File: src/rtl/lcd_setup_defines.vh
`ifndef LCD_SETUP_DEFINES_VH
`define LCD_SETUP_DEFINES_VH

// Word offsets on the register bus
`define OFS_PIXEL_BASE   6'h00
`define OFS_PIXEL_LAST   6'h17
`define OFS_SEGEN_BASE   6'h18
`define OFS_SEGEN_LAST   6'h1d
`define OFS_CONTROL      6'h1e
`define OFS_PRESCALE     6'h1f
`define OFS_REGULATOR    6'h20
`define OFS_FLAG         6'h21
`define OFS_INTEN        6'h22

// Display control fields
`define CTL_MUX_LO       0
`define CTL_CS_LO        2
`define CTL_PIXEL_WRITE_ERROR_FLAG         5
`define CTL_SLEEP        6
`define CTL_EN           7
`define CTL_WMASK        8'hcf

// Prescale and phase fields
`define PS_LP_LO         0
`define PS_WA            4
`define PS_ACTIVE        5
`define PS_BIAS_MODE_SELECT        6
`define PS_WFT           7
`define PS_WMASK         8'hcf

// Bias regulator fields
`define REG_CKSEL_LO     0
`define REG_MODE         2
`define REG_BIAS_LO      3
`define REG_CHARGE_PUMP_ENABLE         6
`define REG_WMASK        8'h7f

// Peripheral flag and enable bits
`define FLAG_FRAME       6
`define INTEN_FRAME      6

// Reset values
`define RST_BYTE         8'h00

// Timing: source ticks per phase before the frame prescaler
`define TICKS_PER_PHASE  4

`endif

File: src/rtl/segment_lcd_setup_regs.v
// Summary of operation
// - Segment-enable bits pick which pins drive LCD segments.
// - Control holds multiplex in 1:0, timing source 3:2, sleep flag bit 6.
// - For ladder modes 2/3 regulator clock select 1:0 is written 00.
// - Regulator off: charge-pump bit 6 selects bias mode 2 or 3.
// - For modes 0/1 bias voltage level sits in regulator bits 5:3.
// - In modes 0/1 charge-pump bit turns the charge pump on or off.
// - Regulator bit 2 selects regulator bias mode for modes 0/1.
// - For modes 0/1 a nonzero regulator clock code turns regulator on.
// - Control bit 7 starts LCD operation, written as the last step.
// - Unimplemented bits read zero and do not affect operation.
// - Small package drops upper segment bits and registers holding only them.
// - Pixel write while writes disallowed sets control bit 5 error flag.
// - No frame interrupt for Type-A, nor Type-B with static drive.
`include "lcd_setup_defines.vh"

module segment_lcd_setup_regs #(
  parameter SEG_COUNT       = 48,
  parameter TICKS_PER_PHASE = `TICKS_PER_PHASE
) (
  // Clock and reset
  input  wire        mclk,
  input  wire        sys_rst,
  // Avalon-MM slave, word addressed
  input  wire [5:0]  avs_address,
  input  wire        avs_read,
  input  wire        avs_write,
  input  wire [31:0] avs_writedata,
  input  wire [3:0]  avs_byteenable,
  output reg  [31:0] avs_readdata,
  output reg         avs_waitrequest,
  // Timing source ticks, one-cycle pulses
  input  wire        tick_sysclk,
  input  wire        tick_t1osc,
  input  wire        tick_intrc,
  // Power management
  input  wire        sleep_req,
  // Glass drive
  output reg  [47:0] seg_pin_select_r,
  output reg  [47:0] seg_level_r,
  output reg  [3:0]  com_level_r,
  output reg         drive_polarity_r,
  // Bias generation
  output reg  [1:0]  regulator_clk_sel_r,
  output reg  [2:0]  bias_voltage_r,
  output reg         regulator_bias_mode_r,
  output reg         charge_pump_on_r,
  output reg         ladder_mode2_r,
  output reg         ladder_mode3_r,
  // Frame event request
  output reg         frame_irq_r
);

  localparam NUM_PIX   = 24;
  localparam NUM_SEGEN = 6;
  localparam GROUPS    = 6;

  // Register storage
  reg  [7:0]  pix_r [0:NUM_PIX-1];
  reg  [7:0]  segen_r [0:NUM_SEGEN-1];
  reg  [7:0]  control_r;
  reg  [7:0]  prescale_r;
  reg  [7:0]  regulator_r;
  reg         frame_flag_r;
  reg         frame_inten_r;
  reg         window_r;

  wire [191:0] pix_flat;
  wire [191:0] pix_mask;
  wire [47:0]  segen_flat;
  wire [47:0]  seg_mask;
  wire [47:0]  seg_level_nxt;
  wire [1:0]   com_idx;
  wire         phase_step;
  wire         frame_event;
  wire         frame_start;

  // Fields
  wire [1:0] multiplex_select     = control_r[`CTL_MUX_LO +: 2];
  wire [1:0] timing_source_select = control_r[`CTL_CS_LO +: 2];
  wire       stop_in_sleep_flag   = control_r[`CTL_SLEEP];
  wire       module_enable_bit    = control_r[`CTL_EN];
  wire       pixel_write_error_flag = control_r[`CTL_PIXEL_WRITE_ERROR_FLAG];
  wire [3:0] frame_prescale_value = prescale_r[`PS_LP_LO +: 4];
  wire       waveform_type_select = prescale_r[`PS_WFT];
  wire [1:0] regulator_clock_select = regulator_r[`REG_CKSEL_LO +: 2];
  wire       charge_pump_enable   = regulator_r[`REG_CHARGE_PUMP_ENABLE];

  // Bus handshake
  wire       req       = avs_read | avs_write;
  wire       commit    = req & ~avs_waitrequest;
  wire       wr_commit = commit & avs_write & avs_byteenable[0];
  wire [7:0] wbyte     = avs_writedata[7:0];

  // Per-bit implementation masks and flattened views
  genvar gi;
  generate
    for (gi = 0; gi < 48; gi = gi + 1) begin : g_seg
      assign seg_mask[gi] = (gi < SEG_COUNT);
      assign segen_flat[gi] = segen_r[gi / 8][gi % 8] & seg_mask[gi];
      // Bit k of group i in common c is segment 8*i+k
      assign pix_mask[gi]       = seg_mask[gi];
      assign pix_mask[48 + gi]  = seg_mask[gi];
      assign pix_mask[96 + gi]  = seg_mask[gi];
      assign pix_mask[144 + gi] = seg_mask[gi];
      assign seg_level_nxt[gi] = segen_flat[gi] &
                                 pix_flat[gen_com_base(com_idx) + gi];
    end
    for (gi = 0; gi < NUM_PIX; gi = gi + 1) begin : g_pix
      assign pix_flat[gi*8 +: 8] = pix_r[gi];
    end
  endgenerate

  function [7:0] gen_com_base;
    input [1:0] c;
    begin
      gen_com_base = {c, 6'h00} - {2'h0, c, 4'h0};
    end
  endfunction

  // Timing source and run control
  reg tick_sel;
  always @* begin
    case (timing_source_select)
      2'h0:    tick_sel = tick_sysclk;
      2'h1:    tick_sel = tick_t1osc;
      default: tick_sel = tick_intrc;
    endcase
  end

  // System clock source cannot run through sleep whatever the sleep flag says
  wire sleep_halt = sleep_req & (stop_in_sleep_flag | (timing_source_select == 2'h0));
  wire run        = module_enable_bit & ~sleep_halt;

  frame_event_gen #(
    .TICKS_PER_PHASE (TICKS_PER_PHASE)
  ) u_frame (
    .mclk          (mclk),
    .sys_rst       (sys_rst),
    .run           (run),
    .tick          (tick_sel),
    .prescale      (frame_prescale_value),
    .last_com      (multiplex_select),
    .com_idx_r     (com_idx),
    .phase_step_r  (phase_step),
    .frame_event_r (frame_event),
    .frame_start_r (frame_start)
  );

  // Type-B multiplexed drive needs frame-synchronous pixel updates
  wire typeb_mux     = waveform_type_select & (multiplex_select != 2'h0);
  wire frame_irq_set = run & typeb_mux & frame_event;
  wire write_allowed_status = ~module_enable_bit | ~typeb_mux | window_r;
  wire driver_active_status = run;

  // Address decode
  wire sel_pix   = (avs_address <= `OFS_PIXEL_LAST);
  wire sel_segen = (avs_address >= `OFS_SEGEN_BASE) && (avs_address <= `OFS_SEGEN_LAST);
  wire [4:0] pix_idx   = avs_address[4:0];
  wire [5:0] seg_diff  = avs_address - `OFS_SEGEN_BASE;
  wire [2:0] seg_off   = seg_diff[2:0];
  wire [7:0] pix_wmask = pix_mask[{3'h0, pix_idx} * 8 +: 8];
  wire [7:0] seg_wmask = seg_mask[{3'h0, seg_off[2:0]} * 8 +: 8];
  wire       pix_present = sel_pix & (pix_wmask != 8'h00);
  wire       seg_present = sel_segen & (seg_wmask != 8'h00);
  wire       pix_wr      = wr_commit & pix_present;

  // Read multiplexer; absent registers and spare bits read as zero
  reg [7:0] rd_byte;
  always @* begin
    rd_byte = 8'h00;
    if (pix_present)
      rd_byte = pix_r[pix_idx] & pix_wmask;
    else if (seg_present)
      rd_byte = segen_r[seg_off[2:0]] & seg_wmask;
    else begin
      case (avs_address)
        `OFS_CONTROL:   rd_byte = control_r & 8'hef;
        `OFS_PRESCALE: begin
          rd_byte = prescale_r & `PS_WMASK;
          rd_byte[`PS_WA]     = write_allowed_status;
          rd_byte[`PS_ACTIVE] = driver_active_status;
        end
        `OFS_REGULATOR: rd_byte = regulator_r & `REG_WMASK;
        `OFS_FLAG:      rd_byte = {1'b0, frame_flag_r, 6'h00};
        `OFS_INTEN:     rd_byte = {1'b0, frame_inten_r, 6'h00};
        default:        rd_byte = 8'h00;
      endcase
    end
  end

  // Bus slave: one wait cycle, access commits while waitrequest is low
  always @(posedge mclk or posedge sys_rst) begin
    if (sys_rst) begin
      avs_waitrequest <= 1'b1;
      avs_readdata    <= 32'h0000_0000;
    end else begin
      if (req & avs_waitrequest) begin
        avs_waitrequest <= 1'b0;
        avs_readdata    <= {24'h00_0000, rd_byte};
      end else begin
        avs_waitrequest <= 1'b1;
      end
    end
  end

  // Pixel and segment-enable storage
  integer i;
  always @(posedge mclk or posedge sys_rst) begin
    if (sys_rst) begin
      for (i = 0; i < NUM_PIX; i = i + 1)
        pix_r[i] <= `RST_BYTE;
      for (i = 0; i < NUM_SEGEN; i = i + 1)
        segen_r[i] <= `RST_BYTE;
    end else begin
      // Writes outside the window are still stored; the error flag reports them
      if (pix_wr)
        pix_r[pix_idx] <= wbyte & pix_wmask;
      if (wr_commit & seg_present)
        segen_r[seg_off[2:0]] <= wbyte & seg_wmask;
    end
  end

  // Configuration registers
  reg pixel_write_error_flag_nxt;
  always @* begin
    pixel_write_error_flag_nxt = pixel_write_error_flag;
    if (wr_commit && avs_address == `OFS_CONTROL)
      pixel_write_error_flag_nxt = pixel_write_error_flag & wbyte[`CTL_PIXEL_WRITE_ERROR_FLAG];
    // Set wins over a clear in the same cycle
    if (pix_wr && !write_allowed_status)
      pixel_write_error_flag_nxt = 1'b1;
  end

  always @(posedge mclk or posedge sys_rst) begin
    if (sys_rst) begin
      control_r     <= `RST_BYTE;
      prescale_r    <= `RST_BYTE;
      regulator_r   <= `RST_BYTE;
      frame_flag_r  <= 1'b0;
      frame_inten_r <= 1'b0;
    end else begin
      control_r[`CTL_PIXEL_WRITE_ERROR_FLAG] <= pixel_write_error_flag_nxt;
      if (wr_commit) begin
        case (avs_address)
          `OFS_CONTROL: begin
            control_r[`CTL_MUX_LO +: 2] <= wbyte[`CTL_MUX_LO +: 2];
            control_r[`CTL_CS_LO +: 2]  <= wbyte[`CTL_CS_LO +: 2];
            control_r[`CTL_SLEEP]       <= wbyte[`CTL_SLEEP];
            control_r[`CTL_EN]          <= wbyte[`CTL_EN];
          end
          `OFS_PRESCALE: begin
            prescale_r[`PS_LP_LO +: 4] <= wbyte[`PS_LP_LO +: 4];
            prescale_r[`PS_BIAS_MODE_SELECT]     <= wbyte[`PS_BIAS_MODE_SELECT];
            prescale_r[`PS_WFT]        <= wbyte[`PS_WFT];
          end
          `OFS_REGULATOR: regulator_r <= wbyte & `REG_WMASK;
          `OFS_INTEN:     frame_inten_r <= wbyte[`INTEN_FRAME];
          default: ;
        endcase
      end
      if (frame_irq_set)
        frame_flag_r <= 1'b1;
      else if (wr_commit && avs_address == `OFS_FLAG)
        frame_flag_r <= frame_flag_r & wbyte[`FLAG_FRAME];
    end
  end

  // Pixel update window: opens at frame event, closes after first phase of next frame for three or four commons
  always @(posedge mclk or posedge sys_rst) begin
    if (sys_rst)
      window_r <= 1'b0;
    else if (!run)
      window_r <= 1'b0;
    else if (frame_event)
      window_r <= 1'b1;
    else if (phase_step && com_idx == 2'h1)
      window_r <= 1'b0;
  end

  // Glass and bias outputs, all registered
  wire regulator_on = (regulator_clock_select != 2'h0);
  always @(posedge mclk or posedge sys_rst) begin
    if (sys_rst) begin
      seg_pin_select_r      <= 48'h0000_0000_0000;
      seg_level_r           <= 48'h0000_0000_0000;
      com_level_r           <= 4'h0;
      drive_polarity_r      <= 1'b0;
      regulator_clk_sel_r   <= 2'h0;
      bias_voltage_r        <= 3'h0;
      regulator_bias_mode_r <= 1'b0;
      charge_pump_on_r      <= 1'b0;
      ladder_mode2_r        <= 1'b0;
      ladder_mode3_r        <= 1'b0;
      frame_irq_r           <= 1'b0;
    end else begin
      seg_pin_select_r    <= segen_flat;
      // Minimum voltage on all lines when stopped
      seg_level_r         <= run ? (seg_level_nxt ^ {48{drive_polarity_r}}) : 48'h0000_0000_0000;
      com_level_r         <= run ? (4'h1 << com_idx) : 4'h0;
      if (!run)
        drive_polarity_r <= 1'b0;
      else if (waveform_type_select ? frame_start : phase_step)
        drive_polarity_r <= ~drive_polarity_r;
      regulator_clk_sel_r   <= regulator_clock_select;
      bias_voltage_r        <= regulator_on ? regulator_r[`REG_BIAS_LO +: 3] : 3'h0;
      regulator_bias_mode_r <= regulator_on & regulator_r[`REG_MODE];
      charge_pump_on_r      <= regulator_on & charge_pump_enable;
      ladder_mode2_r        <= ~regulator_on & charge_pump_enable;
      ladder_mode3_r        <= ~regulator_on & ~charge_pump_enable;
      frame_irq_r           <= frame_flag_r & frame_inten_r;
    end
  end

endmodule

File: src/rtl/frame_event_gen.v
`include "lcd_setup_defines.vh"

module frame_event_gen #(
  parameter TICKS_PER_PHASE = `TICKS_PER_PHASE
) (
  // Clock and reset
  input  wire       mclk,
  input  wire       sys_rst,
  // Control
  input  wire       run,
  input  wire       tick,
  input  wire [3:0] prescale,
  input  wire [1:0] last_com,
  // Timing
  output reg  [1:0] com_idx_r,
  output reg        phase_step_r,
  output reg        frame_event_r,
  output reg        frame_start_r
);

  reg  [7:0] sub_r;
  reg  [3:0] pre_r;
  wire       sub_end = (sub_r == TICKS_PER_PHASE - 1);
  wire       pre_end = (pre_r == prescale);
  wire       step    = tick & sub_end & pre_end;
  wire       wrap    = (com_idx_r == last_com);
  wire [1:0] com_nxt = wrap ? 2'h0 : com_idx_r + 2'h1;

  always @(posedge mclk or posedge sys_rst) begin
    if (sys_rst) begin
      sub_r         <= 8'h00;
      pre_r         <= 4'h0;
      com_idx_r     <= 2'h0;
      phase_step_r  <= 1'b0;
      frame_event_r <= 1'b0;
      frame_start_r <= 1'b0;
    end else if (!run) begin
      // Restart from common 0 so enabling always begins on a frame boundary
      sub_r         <= 8'h00;
      pre_r         <= 4'h0;
      com_idx_r     <= 2'h0;
      phase_step_r  <= 1'b0;
      frame_event_r <= 1'b0;
      frame_start_r <= 1'b0;
    end else begin
      phase_step_r  <= step;
      frame_start_r <= step & wrap;
      // Last common entered: all data of this frame has been fetched
      frame_event_r <= step & (com_nxt == last_com);
      if (tick) begin
        sub_r <= sub_end ? 8'h00 : sub_r + 8'h01;
        if (sub_end)
          pre_r <= pre_end ? 4'h0 : pre_r + 4'h1;
      end
      if (step)
        com_idx_r <= com_nxt;
    end
  end

endmodule

File: config.mk
export PLATFORM = sky130hd
export DESIGN_NAME = segment_lcd_setup_regs
export DESIGN_NICKNAME = d
export VERILOG_FILES = /design/src/rtl/segment_lcd_setup_regs.v /design/src/rtl/frame_event_gen.v
export VERILOG_INCLUDE_DIRS = /design/src /design/src/rtl
export SDC_FILE = /design/constraint.sdc
export NUM_CORES = 1
export LEC_CHECK = 0
export BUFFER_PORTS_ARGS = -buffer_cell sky130_fd_sc_hd__buf_4
export CORE_MARGIN = 5
export CORE_UTILIZATION = 49
export DETAILED_ROUTE_END_ITERATION = 12
export PLACE_DENSITY = 0.68
export SYNTH_ARGS = -nofsm -noshare
export SYNTH_HDL_FRONTEND = slang
export SYNTH_SLANG_ARGS = --single-unit
File: constraint.sdc
create_clock -name mclk -period 20.7 [get_ports mclk]
set_clock_uncertainty 0.05 [all_clocks]
set_input_delay 3.105 -clock mclk [delete_from_list [all_inputs] [get_ports mclk]]
set_output_delay 3.105 -clock mclk [all_outputs]
set_load 0.01 [all_outputs]
### Yosys cells after proc, flatten, opt, wreduce, memory -nomap -nowiden

Cells that the tools add are included.

* equal/unequal tests: 16
* multiplexer cells: 139
* order comparisons: 55
* $add $sub $neg: 52
* shift-type cells: 3
* bitwise gates (word level): 90
* reductions and logical operators: 20

Operators with widths (number)
* $lt 9x9->1 const B: 47
* $bmux 1 s8: 48
* $bwmux 192: 1
* $shiftx 192x9->8 const A: 1
* $add 8x5->9 const B: 16
* $add 8x6->9 const B: 16
* $mux 8: 11
* $add 8x4->9 const B: 8
* $and 1x1->1: 72
* $mux 1: 62
* $bwmux 48: 1
* $mux 48: 1
* $shiftx 48x7->8 const A: 1
* $xor 48x48->48: 1
* $bmux 8 s5: 1
* $demux 8 s5: 1
* $pmux 8 s5: 1
* $add 8x3->9 const B: 4
* $and 8x8->8: 4
* $bmux 8 s3: 1
* $demux 8 s3: 1
* $mux 4: 5
* $add 8x2->9 const B: 2
* $eq 6x6->1 const B: 3
* other kinds (34): 66

* bits in registers: 400
* output and inout port bits: 144

### Depth between registers and ports, before layout

* depth in word-level cells: 8
* mapped depth: 15
* gate-level depth less buffers: 7

### Hierarchy

From an unflattened synthesis, not the netlist that was laid out.

* cells, all modules: 1777
* area, all modules: 21075.2 um^2

Modules (own cells, without submodules)
* segment_lcd_setup_regs: area each 20120.5 um^2, times used 1, cells an instance 1673
* frame_event_gen: area each 954.7 um^2, times used 1, cells an instance 104

### Least setup slack after synthesis

Ideal clock, no wire load.

* path kind: input port to flip-flop
* start point: input port avs_address[0]
* end point: register segen_r, in the netlist segen_flat[10]
* setup time: 0.125 ns
* stages: 6
* arrival: 4.544 ns
* slack: 15.981 ns
* cells stage by stage: buf_4 -> buf_6 -> buf_4 -> nand2b_1 -> nor3_2 -> mux2_2

* word-level cells in the longest chain between the ends: 7

RTL lines
* from (decl): line segment_lcd_setup_regs.v:25 `input wire [5:0] avs_address,`
* parallel branches: the longest is 7 deep, another holds $sub 3x1->3
* to (signal, indexed assignment): line segment_lcd_setup_regs.v:214 `` segen_r[i] <= `RST_BYTE; ``
* to (signal, indexed assignment): line segment_lcd_setup_regs.v:220 `segen_r[seg_off[2:0]] <= wbyte & seg_wmask;`
* to (decl): line segment_lcd_setup_regs.v:60 `reg [7:0] segen_r [0:NUM_SEGEN-1];`

Parallel ways; which one is timed is not known.
A chain may end at the register's enable or synchronous reset.

### Worst setup path in the final report

* start point: input port avs_address[1]
* end point: register pix_r, in the netlist pix_flat[18]

* word-level cells in the longest chain between the ends: 6

RTL lines
* parallel branches: the longest is 6 deep, another holds $shiftx 192x9->8
* to (signal, indexed assignment): line segment_lcd_setup_regs.v:212 `` pix_r[i] <= `RST_BYTE; ``
* to (signal, indexed assignment): line segment_lcd_setup_regs.v:218 `pix_r[pix_idx] <= wbyte & pix_wmask;`
* to (decl): line segment_lcd_setup_regs.v:59 `reg [7:0] pix_r [0:NUM_PIX-1];`

Parallel ways; which one is timed is not known.

==> out/summary.txt <==
Power Internal -> 1330 uW
Crit path time final -> 6180 ps
Post-Syn Area -> 0.0214 mm^2
Top cell type by total area after synthesis -> dfrtp_1
EDFF count, synth -> 0
Sequential area share after synthesis -> 0.469
Commonest cells after routing, fill and taps aside -> dfrtp_1 (398), mux2_2 (213), nand2_1 (164)
H-tree levels -> 2
Met1 GRT Util -> 0.401
Worst Max-Slew Pin Slew -> 1290 ps
RSZ-0062 raised after global routing -> false
PwrDens -> 73.6 mW/mm^2
Hold Crit Depth -> 0
Fin nets -> 1825
Avg WL per Cell -> 29.7 um
Tcrit/Tclk final -> 0.299
CTS tree -> built
Core Footprint -> 0.0431 mm^2
CTS Buf Count -> 43
Gates resized, CTS repair -> 0
Crit-path max FO -> 39
Vias -> 15600
CTS root buf -> clkbuf_16
Vias per Instance -> 6.52
Placer congestion estimate -> 0.996
Clock Sinks -> 400
First DRT Iteration DRCs -> 2004
FP Rows -> 76
Worst reg2reg path depth -> 8
Max_slew headroom -> 0.139
Total wire length -> 70800 um
CTS max path bufs -> 3
# DRC -> 0
Yosys Warn Count -> 0
Area Overhead vs Synth -> 12.6%
Synth Register Bits -> 400
Clk_lat worst skew -> 570 ps
Largest net degree at the start of global routing -> 154
Setup crit start kind -> input port
Asr flop ratio synth -> 1.00
Top cell type's share of synthesized area -> 0.468
Peak VDD IR -> 0.0510 mV
Crit Path Class -> input port to register
Fmax -> 162 MHz
Antenna Nets Post-Route -> 0
Worst Path Arrival -> 6570 ps
Fin area -> 0.0240 mm^2
First-pass GRT wire length -> 104000 um
Final TNS setup -> 0 ps
Share of cells above drive strength 1 -> 0.345
Hold_buf cts -> 0
Met2 usage -> 0.442
Cell variety after synth -> 70
Clk slew on worst S/H paths -> 60 ps
Die area -> 0.0479 mm^2
Req. time, crit path -> 21090 ps
Initial Util -> 0.496
Syn Inst Count -> 1690
Sequential share of power -> 0.476
Final Hold Viols -> 0
Die Height -> 219 um
# setup viols final -> 0
Leak pwr -> 0.0110 uW
DIE WIDTH -> 219 um
Max-slew violations -> 0
Synth area leaders -> dfrtp_1 (47%), mux4_2 (15%), mux2_2 (11%), mux2i_1 (5.0%), nand2_1 (2.9%)
Top-level I/O count -> 194
Drt pass-1 iters -> 6
Clk pwr share -> 0.437
Detailed placement HPWL -> 47900 um
Mapped Avg Cell Area -> 12.6 um^2
Combinational cell fraction of total power -> 0.087
Met3 Use GR -> 0.0885
Antenna violations before repair -> 6
NetSw -> 443 uW
Congestion Overflow GR -> 0
Tightest Hold Check Type -> register to register
Placed Area -> 0.0226 mm^2
Max_cap viols -> 0
Sw Ratio -> 0.250
Number of setup buffers added after CTS -> 0
Buffers added on ports -> 142
GRT Overall Usage -> 0.295
Ys flop type -> dfrtp_1
Run status -> completed
Global route hottest layer -> met2
Endpoint class of the critical path -> register
Vias in the first global route -> 15300
Most common cell after layout, fill and taps aside -> dfrtp_1
[layout make-up]
| type | instances | area, um^2 |
|---|---|---|
| Fill cell | 3575 | 19000 |
| Multi-Input combinational cell | 1140 | 10600 |
| Sequential cell | 400 | 10000 |
| Clock buffer | 62 | 1280 |
| Timing Repair Buffer | 159 | 1220 |
| Tap cell | 585 | 732 |
| Clock inverter | 13 | 126 |
| Inverter | 24 | 97.6 |
| Antenna cell | 1 | 2.50 |
[Yosys cell counts (4+ instances only)]
cell type,n
nand2_1,164
a22oi_1,28
dfrtp_1,399
buf_2,35
a21oi_1,21
mux2_2,213
nor3_1,6
nor3_4,6
nand2b_1,7
a221o_1,17
xor2_1,22
mux4_2,140
o221a_2,6
nor2b_1,31
nand4_1,10
and3_1,21
buf_1,6
buf_6,10
a21o_1,4
xnor2_1,6
inv_1,23
clkbuf_1,66
mux2i_1,106
o21ai_0,112
ha_1,7
nand3_1,22
o211ai_1,21
nor2_1,59
a221oi_1,6
buf_4,32
o21ai_1,4
and2_1,25
[worst max-delay path: stages]
cell	delay, ps
buf_4	380
buf_4	570
buf_4	660
nor2b_1	380
nand2_1	160
nor2_2	820
mux2_2	430
[routing by layer]
layer,vias up,share of wire,wire length (um)
met5,-,0.00061,43
met4,6,0.053,3730
met3,214,0.12,8210
met2,993,0.45,32000
met1,7971,0.38,26800
li1,6369,-,-
[path summary, 6_finish.rpt]
kind / start / to / slack (ps)
min: segen_flat[32] / seg_pin_select_r[32] / 380
max in group asynchronous: sys_rst / u_frame.com_idx_r[0] / 15730
max: avs_address[1] / pix_flat[18] / 14520
min in group asynchronous: sys_rst / seg_pin_select_r[38] / 2660
min reg2reg: segen_flat[32] / seg_pin_select_r[32] / 380
max reg2reg: u_frame.com_idx_r[0] / seg_level_r[39] / 16380
[registers in the layout, indices dropped and copies added, names as in the netlist, 2 cells and up]
| name | flops |
|---|---|
| seg_pin_select_r | 48 |
| com_level_r | 4 |
| u_frame.com_idx_r | 2 |
| frame_prescale_value | 4 |
| pix_flat | 192 |
| u_frame.pre_r | 4 |
| u_frame.sub_r | 8 |
| segen_flat | 48 |
| control_r | 7 |
| regulator_clk_sel_r | 2 |
| prescale_r | 2 |
| regulator_r | 7 |
| seg_level_r | 48 |
| bias_voltage_r | 3 |
| avs_readdata | 8 |
[kinds of logic (layout without fill, tap and decap cells)]
| logic type | Yosys count | count (layout) | share of synthesized area |
|---|---|---|---|
| other | 1 | 25 | 0.000176 |
| XOR/XNOR | 29 | 29 | 0.0122 |
| AO/OA/AOI/OAI | 239 | 239 | 0.0718 |
| adder cells (fa/ha/maj) | 7 | 7 | 0.00410 |
| multiplexers | 460 | 460 | 0.310 |
| flip-flops | 400 | 400 | 0.469 |
| buffers and inverters | 173 | 258 | 0.0416 |
| AND/OR/NAND/NOR | 381 | 381 | 0.0911 |
[per-stage QoR]
| step | worst slack (ps) | cells | total power (uW) | utilization | hold WS [ps] |
|---|---|---|---|---|---|
| final | 14520 | 2384 | 1770 | 0.558 | 376 |
| after global routing | 14420 | 2383 | 1820 | 0.558 | 392 |
| after CTS | 14640 | 2383 | 1770 | 0.558 | 374 |
| after detailed placement | 14060 | 2308 | 1010 | 0.526 | 360 |
| after global placement | 14110 | 2308 | 1000 | 0.526 | 359 |
| after floorplan | 6420 | 1713 | 946 | - | 330 |
[power groups by stage]
stage | sequential [uW] | combinational, uW | clock, uW
5_1_grt | 844 | 165 | 811
6_report | 842 | 154 | 773
4_1_cts | 840 | 152 | 777
3_3_place_gp | 853 | 149 | 0
3_5_place_dp | 854 | 152 | 0
2_1_floorplan | 845 | 102 | 0
Note: power is estimated with default switching activity, not from simulation.
